$ cat config.mk
export PLATFORM = sky130hd
export DESIGN_NAME = aqs_queued_adc
export DESIGN_NICKNAME = d
export VERILOG_FILES = /design/src/rtl/aqs_pkg.sv /design/src/rtl/aqs_mem.sv /design/src/rtl/aqs_presc.sv /design/src/rtl/aqs_queued_adc.sv
export SDC_FILE = /design/constraint.sdc
export NUM_CORES = 2
export LEC_CHECK = 0
export BUFFER_PORTS_ARGS = -buffer_cell sky130_fd_sc_hd__buf_2
export CORE_ASPECT_RATIO = 0.7
export CORE_MARGIN = 1.5
export CORE_UTILIZATION = 45
export CTS_BUF_LIST = sky130_fd_sc_hd__clkbuf_8
export CTS_CLUSTER_SIZE = 16
export DETAILED_ROUTE_END_ITERATION = 7
export PLACE_DENSITY_LB_ADDON = 0.05
export SLEW_MARGIN = 20
export SYNTH_ARGS = -nofsm -noshare
export SYNTH_HDL_FRONTEND = slang
export SYNTH_SLANG_ARGS = --single-unit
export TNS_END_PERCENT = 100
$ cat constraint.sdc
create_clock -name mclk -period 7.8 [get_ports mclk]
set_input_delay 1.95 -clock mclk [delete_from_list [all_inputs] [get_ports mclk]]
set_output_delay 1.95 -clock mclk [all_outputs]
set_load 0.05 [all_outputs]
$ cat src/rtl/aqs_pkg.sv
// Behaviour
// (RQ1) final sample lasts 2, 4, 8 or 16 ticks
// (RQ2) result goes to entry's own index
// (RQ3) entries run in ascending order until stop
// (RQ4) pause entry halts queue, sets flag, waits trigger
// (RQ5) channel 63 marks end of queue
// (RQ6) queue 1 ends at queue 2 start pointer
// (RQ7) last table location ends any queue
// (RQ8) end sets completion flag, optional interrupt
// (RQ9) queue 1 trigger aborts and suspends queue 2
// (RQ10) resume bit picks queue 2 restart point
// (RQ11) disabling queue aborts conversion, converter stays powered
// (RQ12) mode change aborts; restart from first entry
// (RQ13) stop bit aborts conversion in progress
// (RQ14) debug freeze finishes conversion, then holds
// (RQ15) result table 64x10, unused bits zero
// (RQ16) result read format chosen by address window
// (RQ17) result writes always right-justified
// (RQ18) command table 64x10, software-only writes
// (RQ19) software dedicates table to queue 1 via pointer
// (RQ20) aborted conversion leaves result entry untouched
package aqs_pkg;
  // ==========================================================
  // widths
  localparam int AW = 9;                         // bus address bits
  localparam int DW = 16;                        // bus data bits
  localparam int EW = 10;                        // table entry bits
  localparam int IW = 6;                         // table index bits
  localparam int PW = 7;                         // pointer bits, bit 6 = beyond table
  // ==========================================================
  // address map: addr[8:6] selects a window, addr[5:0] the entry
  localparam logic [2:0] WIN_REG  = 3'h0;        // control/status
  localparam logic [2:0] WIN_CMD  = 3'h1;        // command table
  localparam logic [2:0] WIN_RGT  = 3'h2;        // results right-justified
  localparam logic [2:0] WIN_LSG  = 3'h3;        // results left, sign inverted
  localparam logic [2:0] WIN_LUN  = 3'h4;        // results left, unsigned
  localparam logic [5:0] OFS_CTL0 = 6'h00;       // prescaler
  localparam logic [5:0] OFS_CTL1 = 6'h01;       // queue 1 control
  localparam logic [5:0] OFS_CTL2 = 6'h02;       // queue2_control_reg
  localparam logic [5:0] OFS_STAT = 6'h03;       // flags, write 1 clears
  localparam logic [5:0] OFS_SYS  = 6'h04;       // stop, freeze enable
  // ==========================================================
  // field positions
  localparam int F_MODE = 0;                     // [1:0] queue mode
  localparam int F_SSE  = 2;                     // single-scan trigger (write 1)
  localparam int F_CIE  = 3;                     // completion interrupt enable
  localparam int F_PIE  = 4;                     // pause interrupt enable
  localparam int F_RSM  = 5;                     // queue 2 restart select
  localparam int F_BQ2  = 6;                     // [12:6] queue2_start_pointer
  localparam int F_STOP = 0;                     // sys: low-power stop
  localparam int F_FRZ  = 1;                     // sys: debug freeze enable
  localparam int F_CWP  = 4;                     // stat: [9:4] current entry
  localparam int F_BUSY = 10;                    // stat: conversion running
  // ==========================================================
  // reset values and constants
  localparam logic [4:0]  PRE_RST = 5'h03;       // converter_clock = mclk / 4
  localparam logic [PW-1:0] BQ2_RST = 7'h7F;     // whole table to queue 1
  localparam logic [5:0]  CHAN_EOQ = 6'h3F;      // end-of-queue channel
  localparam logic [PW-1:0] PTR_ONE = 7'h01;     // pointer increment
  // ==========================================================
  // types
  typedef enum logic [1:0] {MD_DIS, MD_SW, MD_RISE, MD_FALL} aqs_mode_t;
  typedef enum logic [2:0] {ST_IDLE, ST_FETCH, ST_CHECK, ST_SAMPLE, ST_CONV} aqs_state_t;
  typedef struct packed {
    logic       spare;                           // implemented, unused
    logic       pause;                           // pause after this entry
    logic [1:0] smp;                             // final sample select
    logic [5:0] chan;                            // analog channel
  } aqs_cmd_t;
  typedef struct packed {
    logic [PW-1:0] bq2;                          // queue2_start_pointer
    logic          rsm;                          // restart at aborted entry
    logic          pie;                          // pause interrupt enable
    logic          cie;                          // completion interrupt enable
    aqs_mode_t     mode;                         // operating mode
  } aqs_qctl_t;
  // ==========================================================
  // helpers
  function automatic logic [3:0] aqs_smp_last(input logic [1:0] sel);
    aqs_smp_last = 4'((5'h02 << sel) - 5'h01);   // 2,4,8,16 ticks -> last count
  endfunction : aqs_smp_last
  function automatic logic [DW-1:0] aqs_fmt(input logic [2:0] win, input logic [EW-1:0] r);
    case (win)
      WIN_LSG: aqs_fmt = {~r[9], r[8:0], 6'h00};
      WIN_LUN: aqs_fmt = {r, 6'h00};
      default: aqs_fmt = {6'h00, r};
    endcase
  endfunction : aqs_fmt
endpackage : aqs_pkg

$ cat src/rtl/aqs_mem.sv
`timescale 1ns/1ps
// 64 x 10 table, one write port, two registered read ports
module aqs_mem import aqs_pkg::*; (
  input  wire logic          mclk,               // system clock
  input  wire logic          we,                 // write enable
  input  wire logic [IW-1:0] wa,                 // write index
  input  wire logic [EW-1:0] wd,                 // write data
  input  wire logic [IW-1:0] ra,                 // read index a
  output logic      [EW-1:0] rd_a,               // read data a, registered
  input  wire logic [IW-1:0] rb,                 // read index b
  output logic      [EW-1:0] rd_b                // read data b, registered
);
  logic [EW-1:0] mem [64];                       // no reset: contents are software's

  // ==========================================================
  // storage
  always_ff @(posedge mclk) begin
    if (we) begin
      mem[wa] <= wd;
    end
    rd_a <= mem[ra];
    rd_b <= mem[rb];
  end
endmodule : aqs_mem

$ cat src/rtl/aqs_presc.sv
`timescale 1ns/1ps
// converter_clock as a one-cycle enable every div+1 mclk cycles
module aqs_presc import aqs_pkg::*; (
  input  wire logic       mclk,                  // system clock
  input  wire logic       resetn,                // async reset, active low
  input  wire logic [4:0] div,                   // divide minus one
  output logic            tick_q                 // converter_clock enable
);
  logic [4:0] cnt_q;                             // divider count
  logic [4:0] cnt_d;
  logic       tick_d;

  // ==========================================================
  // next count: a smaller div takes effect at once, a change
  // mid-conversion skews the sample time like any prescaler write
  always_comb begin
    tick_d = (cnt_q >= div);
    cnt_d  = tick_d ? 5'h00 : 5'(cnt_q + 5'h01);
  end

  always_ff @(posedge mclk or negedge resetn) begin
    if (!resetn) begin
      cnt_q  <= 5'h00;
      tick_q <= 1'b0;
    end else begin
      cnt_q  <= cnt_d;
      tick_q <= tick_d;
    end
  end
endmodule : aqs_presc

$ cat src/rtl/aqs_queued_adc.sv
`timescale 1ns/1ps
// queued_adc sequencer with command and result tables
module aqs_queued_adc import aqs_pkg::*; (
  input  wire logic          mclk,               // 40 MHz system clock
  input  wire logic          resetn,             // async reset, active low
  input  wire logic [AW-1:0] addr,               // register address
  input  wire logic [DW-1:0] wdata,              // write data
  input  wire logic          wr,                 // write strobe
  input  wire logic          rd,                 // read strobe
  output logic      [DW-1:0] rdata,              // read data, cycle after rd
  input  wire logic          trig1,              // queue 1 trigger pin
  input  wire logic          trig2,              // queue 2 trigger pin
  input  wire logic          dbg,                // processor in background debug
  input  wire logic          cnv_done,           // converter finished
  input  wire logic [EW-1:0] cnv_data,           // converter result
  output logic      [5:0]    chan_q,             // selected channel
  output logic               smp_q,              // final sample phase
  output logic               cnv_start_q,        // start conversion pulse
  output logic               abort_q,            // abort conversion pulse
  output logic               irq_q               // enabled flag pending
);
  // ==========================================================
  // bus side state
  logic [4:0]    ctl0_q, ctl0_d;                 // prescaler
  aqs_qctl_t     ctl1_q, ctl1_d;                 // queue 1 control
  aqs_qctl_t     ctl2_q, ctl2_d;                 // queue2_control_reg
  logic [1:0]    sys_q,  sys_d;                  // stop, freeze enable
  logic [2:0]    rwin_q, rwin_d;                 // window of last read
  logic [DW-1:0] rreg_q, rreg_d;                 // register read value
  logic [2:0]    s1_q, s2_q, s3_q;               // pin synchronisers
  logic [1:0]    sw_trig, mode_chg;              // per-queue bus events
  logic [3:0]    fclr;                           // flag clear mask
  logic          cmd_we, res_we_bus;             // table writes from bus
  // ==========================================================
  // sequencer state
  aqs_state_t    st_q, st_d;                     // sequencer state
  logic [PW-1:0] cwp_q, cwp_d;                   // current entry
  logic          cq_q, cq_d;                     // active queue, 1 = queue 2
  logic [3:0]    cnt_q, cnt_d;                   // sample tick count
  logic [1:0]    run_q, run_d;                   // queue triggered
  logic [1:0]    pau_q, pau_d;                   // queue paused
  logic [PW-1:0] nx1_q, nx1_d;                   // queue 1 next entry
  logic [PW-1:0] nx2_q, nx2_d;                   // queue 2 next entry
  logic [PW-1:0] sub2_q, sub2_d;                 // queue 2 subqueue start
  logic [3:0]    flg_q, flg_d;                   // cf1 pf1 cf2 pf2
  aqs_cmd_t      ent_q, ent_d;                   // latched entry
  logic [5:0]    chan_d;
  logic          smp_d, cnvs_d, abort_d, irq_d;
  logic [1:0]    trig;                           // qualified triggers
  logic          tick, res_we_seq, frz, kill;
  logic [EW-1:0] cmd_rd_bus, cmd_rd_seq, res_rd;
  logic [PW-1:0] ptr;
  logic [3:0]    fset;

  wire logic [2:0] win = addr[8:6];              // address window
  wire logic [5:0] ofs = addr[5:0];              // entry or register offset

  // ==========================================================
  // tables and converter clock
  aqs_mem u_cmd (                                // command table (RQ18)
    .mclk (mclk),
    .we   (cmd_we),
    .wa   (ofs),
    .wd   (wdata[EW-1:0]),
    .ra   (ofs),
    .rd_a (cmd_rd_bus),
    .rb   (cwp_q[IW-1:0]),
    .rd_b (cmd_rd_seq)
  );
  aqs_mem u_res (                                // result table (RQ15)
    .mclk (mclk),
    .we   (res_we_seq | res_we_bus),
    .wa   (res_we_seq ? cwp_q[IW-1:0] : ofs),    // RQ2
    .wd   (res_we_seq ? cnv_data : wdata[EW-1:0]), // RQ17
    .ra   (ofs),
    .rd_a (res_rd),
    .rb   (6'h00),
    .rd_b ()
  );
  aqs_presc u_presc (
    .mclk   (mclk),
    .resetn (resetn),
    .div    (ctl0_q),
    .tick_q (tick)
  );

  // ==========================================================
  // bus decode: writes land next edge; reads pick a value now and
  // format table data after the table's own read register
  always_comb begin
    ctl0_d   = ctl0_q;
    ctl1_d   = ctl1_q;
    ctl2_d   = ctl2_q;
    sys_d    = sys_q;
    sw_trig  = 2'b00;
    mode_chg = 2'b00;
    fclr     = 4'h0;
    rwin_d   = rwin_q;
    rreg_d   = 16'h0000;
    cmd_we   = wr && (win == WIN_CMD);
    // a sequencer store wins the shared write port; the bus write is dropped
    res_we_bus = wr && (win >= WIN_RGT) && (win <= WIN_LUN) && !res_we_seq;
    if (wr && win == WIN_REG) begin
      case (ofs)
        OFS_CTL0: ctl0_d = wdata[4:0];
        OFS_CTL1: begin
          ctl1_d     = aqs_qctl_t'({7'h00, 1'b0, wdata[4:3], wdata[1:0]});
          sw_trig[0] = wdata[F_SSE];
          mode_chg[0] = (wdata[1:0] != ctl1_q.mode); // RQ11 RQ12
        end
        OFS_CTL2: begin
          ctl2_d     = aqs_qctl_t'({wdata[12:6], wdata[5:3], wdata[1:0]});
          sw_trig[1] = wdata[F_SSE];
          mode_chg[1] = (wdata[1:0] != ctl2_q.mode); // RQ11 RQ12
        end
        OFS_STAT: fclr = wdata[3:0];
        OFS_SYS:  sys_d = wdata[1:0];
        default:  ;                              // unmapped: ignored
      endcase
    end
    if (rd) begin
      rwin_d = win;
      if (win == WIN_REG) begin
        case (ofs)
          OFS_CTL0: rreg_d = {11'h000, ctl0_q};
          OFS_CTL1: rreg_d = {11'h000, ctl1_q.pie, ctl1_q.cie, 1'b0, ctl1_q.mode};
          OFS_CTL2: rreg_d = {3'h0, ctl2_q.bq2, ctl2_q.rsm, ctl2_q.pie, ctl2_q.cie, 1'b0, ctl2_q.mode};
          OFS_STAT: rreg_d = {5'h00, (st_q != ST_IDLE), cwp_q[IW-1:0], flg_q};
          OFS_SYS:  rreg_d = {14'h0000, sys_q};
          default:  rreg_d = 16'h0000;
        endcase
      end
    end
  end

  // read data: unused table bits and unmapped windows read zero (RQ15 RQ16 RQ18)
  always_comb begin
    case (rwin_q)
      WIN_REG:                   rdata = rreg_q;
      WIN_CMD:                   rdata = {6'h00, cmd_rd_bus};
      WIN_RGT, WIN_LSG, WIN_LUN: rdata = aqs_fmt(rwin_q, res_rd); // RQ16
      default:                   rdata = 16'h0000;
    endcase
  end

  always_ff @(posedge mclk or negedge resetn) begin
    if (!resetn) begin
      ctl0_q <= PRE_RST;
      ctl1_q <= aqs_qctl_t'({7'h00, 3'h0, MD_DIS});
      ctl2_q <= aqs_qctl_t'({BQ2_RST, 3'h0, MD_DIS});
      sys_q  <= 2'b00;
      rwin_q <= 3'h7;
      rreg_q <= 16'h0000;
      s1_q   <= 3'h0;
      s2_q   <= 3'h0;
      s3_q   <= 3'h0;
    end else begin
      ctl0_q <= ctl0_d;
      ctl1_q <= ctl1_d;
      ctl2_q <= ctl2_d;
      sys_q  <= sys_d;
      rwin_q <= rwin_d;
      rreg_q <= rreg_d;
      s1_q   <= {dbg, trig2, trig1};             // first stage, read only by s2
      s2_q   <= s1_q;
      s3_q   <= s2_q;                            // edge history
    end
  end

  // ==========================================================
  // triggers: a qualifying edge or a single-scan write
  function automatic logic qual(input aqs_mode_t m, input logic sw, input logic now, input logic old);
    case (m)
      MD_SW:   qual = sw;
      MD_RISE: qual = now && !old;
      MD_FALL: qual = !now && old;
      default: qual = 1'b0;                      // disabled
    endcase
  endfunction : qual

  // ==========================================================
  // sequencer next state
  always_comb begin
    st_d    = st_q;
    cwp_d   = cwp_q;
    cq_d    = cq_q;
    cnt_d   = cnt_q;
    run_d   = run_q;
    pau_d   = pau_q;
    nx1_d   = nx1_q;
    nx2_d   = nx2_q;
    sub2_d  = sub2_q;
    ent_d   = ent_q;
    chan_d  = chan_q;
    cnvs_d  = 1'b0;
    abort_d = 1'b0;
    fset    = 4'h0;
    ptr     = nx1_q;
    res_we_seq = 1'b0;
    trig[0] = qual(ctl1_q.mode, sw_trig[0], s2_q[0], s3_q[0]);
    trig[1] = qual(ctl2_q.mode, sw_trig[1], s2_q[1], s3_q[1]);
    frz     = sys_q[F_FRZ] && s2_q[2];
    // a running queue ignores further triggers; a paused one resumes (RQ4)
    if (trig[0] && !run_q[0]) begin
      run_d[0] = 1'b1;
      pau_d[0] = 1'b0;
      if (!pau_q[0]) nx1_d = '0;
    end
    if (trig[1] && !run_q[1]) begin
      run_d[1] = 1'b1;
      pau_d[1] = 1'b0;
      nx2_d    = pau_q[1] ? nx2_q : ctl2_q.bq2;
      sub2_d   = nx2_d;                          // subqueue starts here
    end
    // abort causes for a conversion in flight
    kill = sys_q[F_STOP] || mode_chg[cq_q] || (cq_q && trig[0]);
    case (st_q)
      ST_IDLE: begin
        // freeze holds off new entries only (RQ14); stop also aborts via kill
        if (!frz && !sys_q[F_STOP] && run_d != 2'b00) begin
          cq_d = !run_d[0];                      // queue 1 first (RQ9)
          ptr  = run_d[0] ? nx1_d : nx2_d;
          if (ptr[IW] || (!cq_d && ptr == ctl2_q.bq2)) begin // RQ7 RQ6
            fset[{cq_d, 1'b0}] = 1'b1;           // RQ8
            run_d[cq_d] = 1'b0;
          end else begin
            cwp_d = ptr;                         // RQ3
            st_d  = ST_FETCH;
          end
        end
      end
      ST_FETCH: st_d = kill ? ST_IDLE : ST_CHECK;
      ST_CHECK: begin
        ent_d = aqs_cmd_t'(cmd_rd_seq);
        if (kill) begin
          st_d = ST_IDLE;
        end else if (ent_d.chan == CHAN_EOQ) begin // RQ5
          fset[{cq_q, 1'b0}] = 1'b1;             // RQ8
          run_d[cq_q] = 1'b0;
          st_d = ST_IDLE;
        end else begin
          chan_d = ent_d.chan;
          cnt_d  = 4'h0;
          st_d   = ST_SAMPLE;
        end
      end
      ST_SAMPLE: begin
        if (kill) begin
          abort_d = 1'b1;
          st_d    = ST_IDLE;
        end else if (tick) begin
          if (cnt_q == aqs_smp_last(ent_q.smp)) begin // RQ1
            cnvs_d = 1'b1;
            st_d   = ST_CONV;
          end else begin
            cnt_d = 4'(cnt_q + 4'h1);
          end
        end
      end
      ST_CONV: begin
        if (kill) begin
          abort_d = 1'b1;                        // result not stored (RQ20)
          st_d    = ST_IDLE;
        end else if (cnv_done) begin
          res_we_seq = 1'b1;                     // RQ2
          if (cq_q) nx2_d = 7'(cwp_q + PTR_ONE);
          else      nx1_d = 7'(cwp_q + PTR_ONE); // RQ3
          if (ent_q.pause) begin                 // RQ4
            pau_d[cq_q] = 1'b1;
            run_d[cq_q] = 1'b0;
            fset[{cq_q, 1'b1}] = 1'b1;
          end
          st_d = ST_IDLE;
        end
      end
      default: st_d = ST_IDLE;
    endcase
    // preemption keeps queue 2 running from its restart point
    if (st_q != ST_IDLE && cq_q && trig[0] && !sys_q[F_STOP] && !mode_chg[1]) begin
      nx2_d = ctl2_q.rsm ? cwp_q : sub2_q;       // RQ9 RQ10
    end
    // mode change forgets progress; converter power is untouched (RQ11 RQ12)
    if (mode_chg[0]) begin
      run_d[0] = 1'b0;
      pau_d[0] = 1'b0;
    end
    if (mode_chg[1]) begin
      run_d[1] = 1'b0;
      pau_d[1] = 1'b0;
    end
    if (sys_q[F_STOP]) begin                     // RQ13
      run_d = 2'b00;
      pau_d = 2'b00;
    end
    // set wins over a same-cycle software clear
    flg_d  = (flg_q & ~fclr) | fset;
    irq_d  = |(flg_d & {ctl2_q.pie, ctl2_q.cie, ctl1_q.pie, ctl1_q.cie}); // RQ4 RQ8
    smp_d  = (st_d == ST_SAMPLE);
  end

  always_ff @(posedge mclk or negedge resetn) begin
    if (!resetn) begin
      st_q        <= ST_IDLE;
      cwp_q       <= '0;
      cq_q        <= 1'b0;
      cnt_q       <= 4'h0;
      run_q       <= 2'b00;
      pau_q       <= 2'b00;
      nx1_q       <= '0;
      nx2_q       <= '0;
      sub2_q      <= '0;
      ent_q       <= aqs_cmd_t'(10'h000);
      flg_q       <= 4'h0;
      chan_q      <= 6'h00;
      smp_q       <= 1'b0;
      cnv_start_q <= 1'b0;
      abort_q     <= 1'b0;
      irq_q       <= 1'b0;
    end else begin
      st_q        <= st_d;
      cwp_q       <= cwp_d;
      cq_q        <= cq_d;
      cnt_q       <= cnt_d;
      run_q       <= run_d;
      pau_q       <= pau_d;
      nx1_q       <= nx1_d;
      nx2_q       <= nx2_d;
      sub2_q      <= sub2_d;
      ent_q       <= ent_d;
      flg_q       <= flg_d;
      chan_q      <= chan_d;
      smp_q       <= smp_d;
      cnv_start_q <= cnvs_d;
      abort_q     <= abort_d;
      irq_q       <= irq_d;
    end
  end
endmodule : aqs_queued_adc

==> metrics.md <==
| Metric | Value |
|---|---|
| Clock period minus worst slack | 5100 ps |
| Worst vdd ir | 0.148 mV |
| # DRC | 0 |
| Gr ovfl total | 0 |
| Critical path fanouts, max | 25 |
| Final setup fails | 0 |
| Via-to-Cell Ratio | roughly 6.4 |
| Placer Congestion | 0.863 |
| Crit path max-delay cell type | nor2_1 |
| Crit share post-route | 0.653 |
| Synth Cell Area | between 60000 and 70000 sq um |
| Classification of the worst setup path | in -> reg |
| Register bit total from synthesis | 1419 |
| Clk pin slew, worst setup/hold paths | 60 ps |
| CP startpoint kind | input port |
| CTS tree | yes |
| Syn Nets | 3074 |
| CTS Buffer Depth | 3 |
| Fillers | 10698 |
| Multi-input gate area in the final layout | 18100 sq um |
| Final Max Tran Viols | 0 |
| # rows | between 100 and 150 |
| Die Footprint | roughly 140000 sq um |
| Top cells by area, synth | edfxtp_1, mux4_2, dfrtp_1, mux2i_1, nor2_1 |
| Cts hold-fix bufs | 0 |
| Starting Density | 0.454 |
| Routed len/inst | 34.7 microns |
| Post-synth ARST share | 0.0775 |
| Register area share after synthesis | 0.690 |
| Pin count of the biggest net entering global routing | 128 |
| Fin. Hold Viols | 0 |
| CP Buf/Inv Count | 2 |
| Post-Synth Simple-Gate Area | 0.0342 |
| Synth cell types | 74 |
| Post-DRT Antenna Nets | 0 |
| Die width | 441 microns |
| Max stage delay on crit path | 970 ps |
| Global-route wire length before repair | 252000 microns |
| Synth top area share | 0.635 |
| Drt first pass iters | 5 |
| Post-synth EDFFs | 1280 |
| Flop2flop setup slack | 3820 ps |
| Pwr per Cell Area | 234 nW/um^2 |
| Synth Instances | 3023 |
| TritonCTS buffer count | approximately 220 |
| Post-CTS Setup Repair Bufs | 0 |
| Seq. cell area | 41800 sq um |
| Dpl hpwl | 115000 microns |
| Multiplexer share of the synthesized area | 0.234 |
| Layout area overhead | 11.4% |
| Critical Path AT | between 5000 and 6000 ps |
| Slew margin rel. | 0.270 |
| Ys Warns | 0 |
| Core area | ~130000 sq um |
| Post-Route WL | around 180000 microns |
| Via count | 32967 |
| Dominant cell type by area after synthesis | edfxtp_1 |
| Pre-CTS setup slack | 1740 ps |
| Complex-gate fraction of the synthesized area | 0.0250 |
| Lkg Pwr | 21.4 nW |
| CP Cell Sequence | buf_2, xor2_1, o2111ai_1, and4_1, o21a_2, buf_4, a31oi_2, nor2_1 |
| Total global-route track usage | 0.267 |
| Setup TNS | 0 ps |
| Largest delay contributor family on the critical path | simple AND/OR/NAND/NOR gates |
| Clock Tree Root | clkbuf_8 |
| Slew @ Worst Pin | 1090 ps |
| XOR/XNOR Fraction of Synth Area | 0.00217 |
| Unrepaired setup endpoints after global routing | false |
| Final #Nets | 3284 |
| CTS Sinks | between 1000 and 1500 |
| DRT iter0 DRCs | between 4000 and 5000 |
| Max cap viols | 0 |
| Ports | 69 |
| Share of cells above drive strength 1 | 0.340 |
| Worst endpoint required time | around 8300 ps |
| CTS H-tree lvls | 4 |
| Final WS setup | 2700 ps |
| Min-delay worst type | reg -> reg |
| Post-Syn Area per Cell | 20.0 sq um |
| Synth Area in Adders | 0.00165 |
| Die Span Y | 310 microns |
| Initial antenna violation count | 24 |
| Fmax | 196 MHz |
| Most frequent cell after synthesis | edfxtp_1 |
| Worst setup EP type | flip-flop |
| Outcome | completed |
| Largest family of logic cells by synthesized area | multiplexers |
| Clock latency on the worst-skew pair | approximately 940 ps |
| Vias in the first global route | 32766 |
| Most used DFF post-synth | edfxtp_1 |
| Top cells by count, synth | edfxtp_1, mux4_2, nor2_1 |
| Post-CTS sizing | 0 |
| Skew final | around 44 ps |
| # port buffers | between 60 and 70 |
-- logic make-up (layout without fill, tap and decap cells) --
kind of cell / after synthesis / in the layout
flip-flops: 1419 / 1419
multiplexers: 705 / 705
AND/OR/NAND/NOR: 444 / 444
AO/OA/AOI/OAI: 226 / 226
buffers and inverters: 206 / 599
XOR/XNOR: 15 / 15
adder cells (fa/ha/maj): 8 / 8
other: 0 / 4
-- layout by cell type (no fill, tap or decap), types with 62 or more instances in the layout --
cell type  instances
mux2i_1           83
edfxtp_1        1280
dfrtp_1           94
inv_1             82
buf_4            114
mux4_2           561
nand2_1           90
clkinv_1          62
a21oi_1           69
nor2_1           167
clkbuf_8         229
-- layer usage --
| metal | part of all wire | up-vias | wire, microns | global-route usage |
|---|---|---|---|---|
| li1 | - | 13156 | - | - |
| met1 | 0.45 | 17807 | 81000 | 0.423 |
| met2 | 0.43 | 1748 | 77400 | 0.368 |
| met3 | 0.099 | 252 | 17800 | 0.0596 |
| met4 | 0.021 | 4 | 3760 | 0.0748 |
| met5 | 0.00017 | - | 31 | 0 |
-- stage by stage --
step                cell area, sq um  instances  power, mW   util  hold slack (ps)
floorplan                      60600       3023       9.53      -              331
global placement               63400       4780       10.1  0.476              339
detailed placement             63400       4780       10.1  0.476              339
CTS                            67400       5183       15.9  0.506              353
global route                   67500       5184       16.3  0.506              372
finish                         67500       5187       15.8  0.506              351
-- layout make-up --
| cell class | count | area share |
|---|---|---|
| flip-flops and latches | 1419 | 0.619 |
| inverters | 13 | 0.000723 |
| diodes | 4 | 0.000148 |
| repair buffers | 183 | 0.0195 |
| clock buffers | 229 | 0.0467 |
| well taps | 1767 | 0.0328 |
| clock inverters | 174 | 0.0126 |
| multi-input cells | 1398 | 0.268 |
-- worst paths after layout --
| check | start | end | cells after the start |
|---|---|---|---|
| min in group asynchronous | resetn | cnt_q[0]$_DFFE_PN0P_ | 1 |
| max reg2reg | ctl2_q[1]$_DFFE_PN0P_ | u_res.mem[25][7]$_DFFE_PP_ | 7 |
| max | wdata[1] | u_res.mem[25][7]$_DFFE_PP_ | 8 |
| max in group asynchronous | resetn | cwp_q[0]$_DFFE_PN0P_ | 2 |
| min | s1_q[1]$_DFF_PN0_ | s2_q[1]$_DFF_PN0_ | 0 |
| min reg2reg | s1_q[1]$_DFF_PN0_ | s2_q[1]$_DFF_PN0_ | 0 |
-- power breakdown --
part | leakage (nW) | total [mW] | switching [mW] | internal, mW
Sequential | 13.2 | 8.56 | 0.148 | 8.42
Clock | 2.31 | 5.80 | 2.94 | 2.87
Combinational | 5.87 | 1.39 | 0.882 | 0.510
Total | 21.4 | 15.8 | 3.97 | 11.8
-- registers in the layout, summed over array words and instances, names as in the netlist, 5 cells and up --
signal	count
u_res.rd_a	10
u_presc.cnt_q	5
u_res.mem	640
u_cmd.mem	640
u_cmd.rd_b	9
ctl0_q	5
ctl2_q	12
u_cmd.rd_a	10
chan_q	6
nx1_q	7
cwp_q	7
sub2_q	7
rreg_q	13
nx2_q	7
Note: power is estimated with default switching activity, not from simulation.
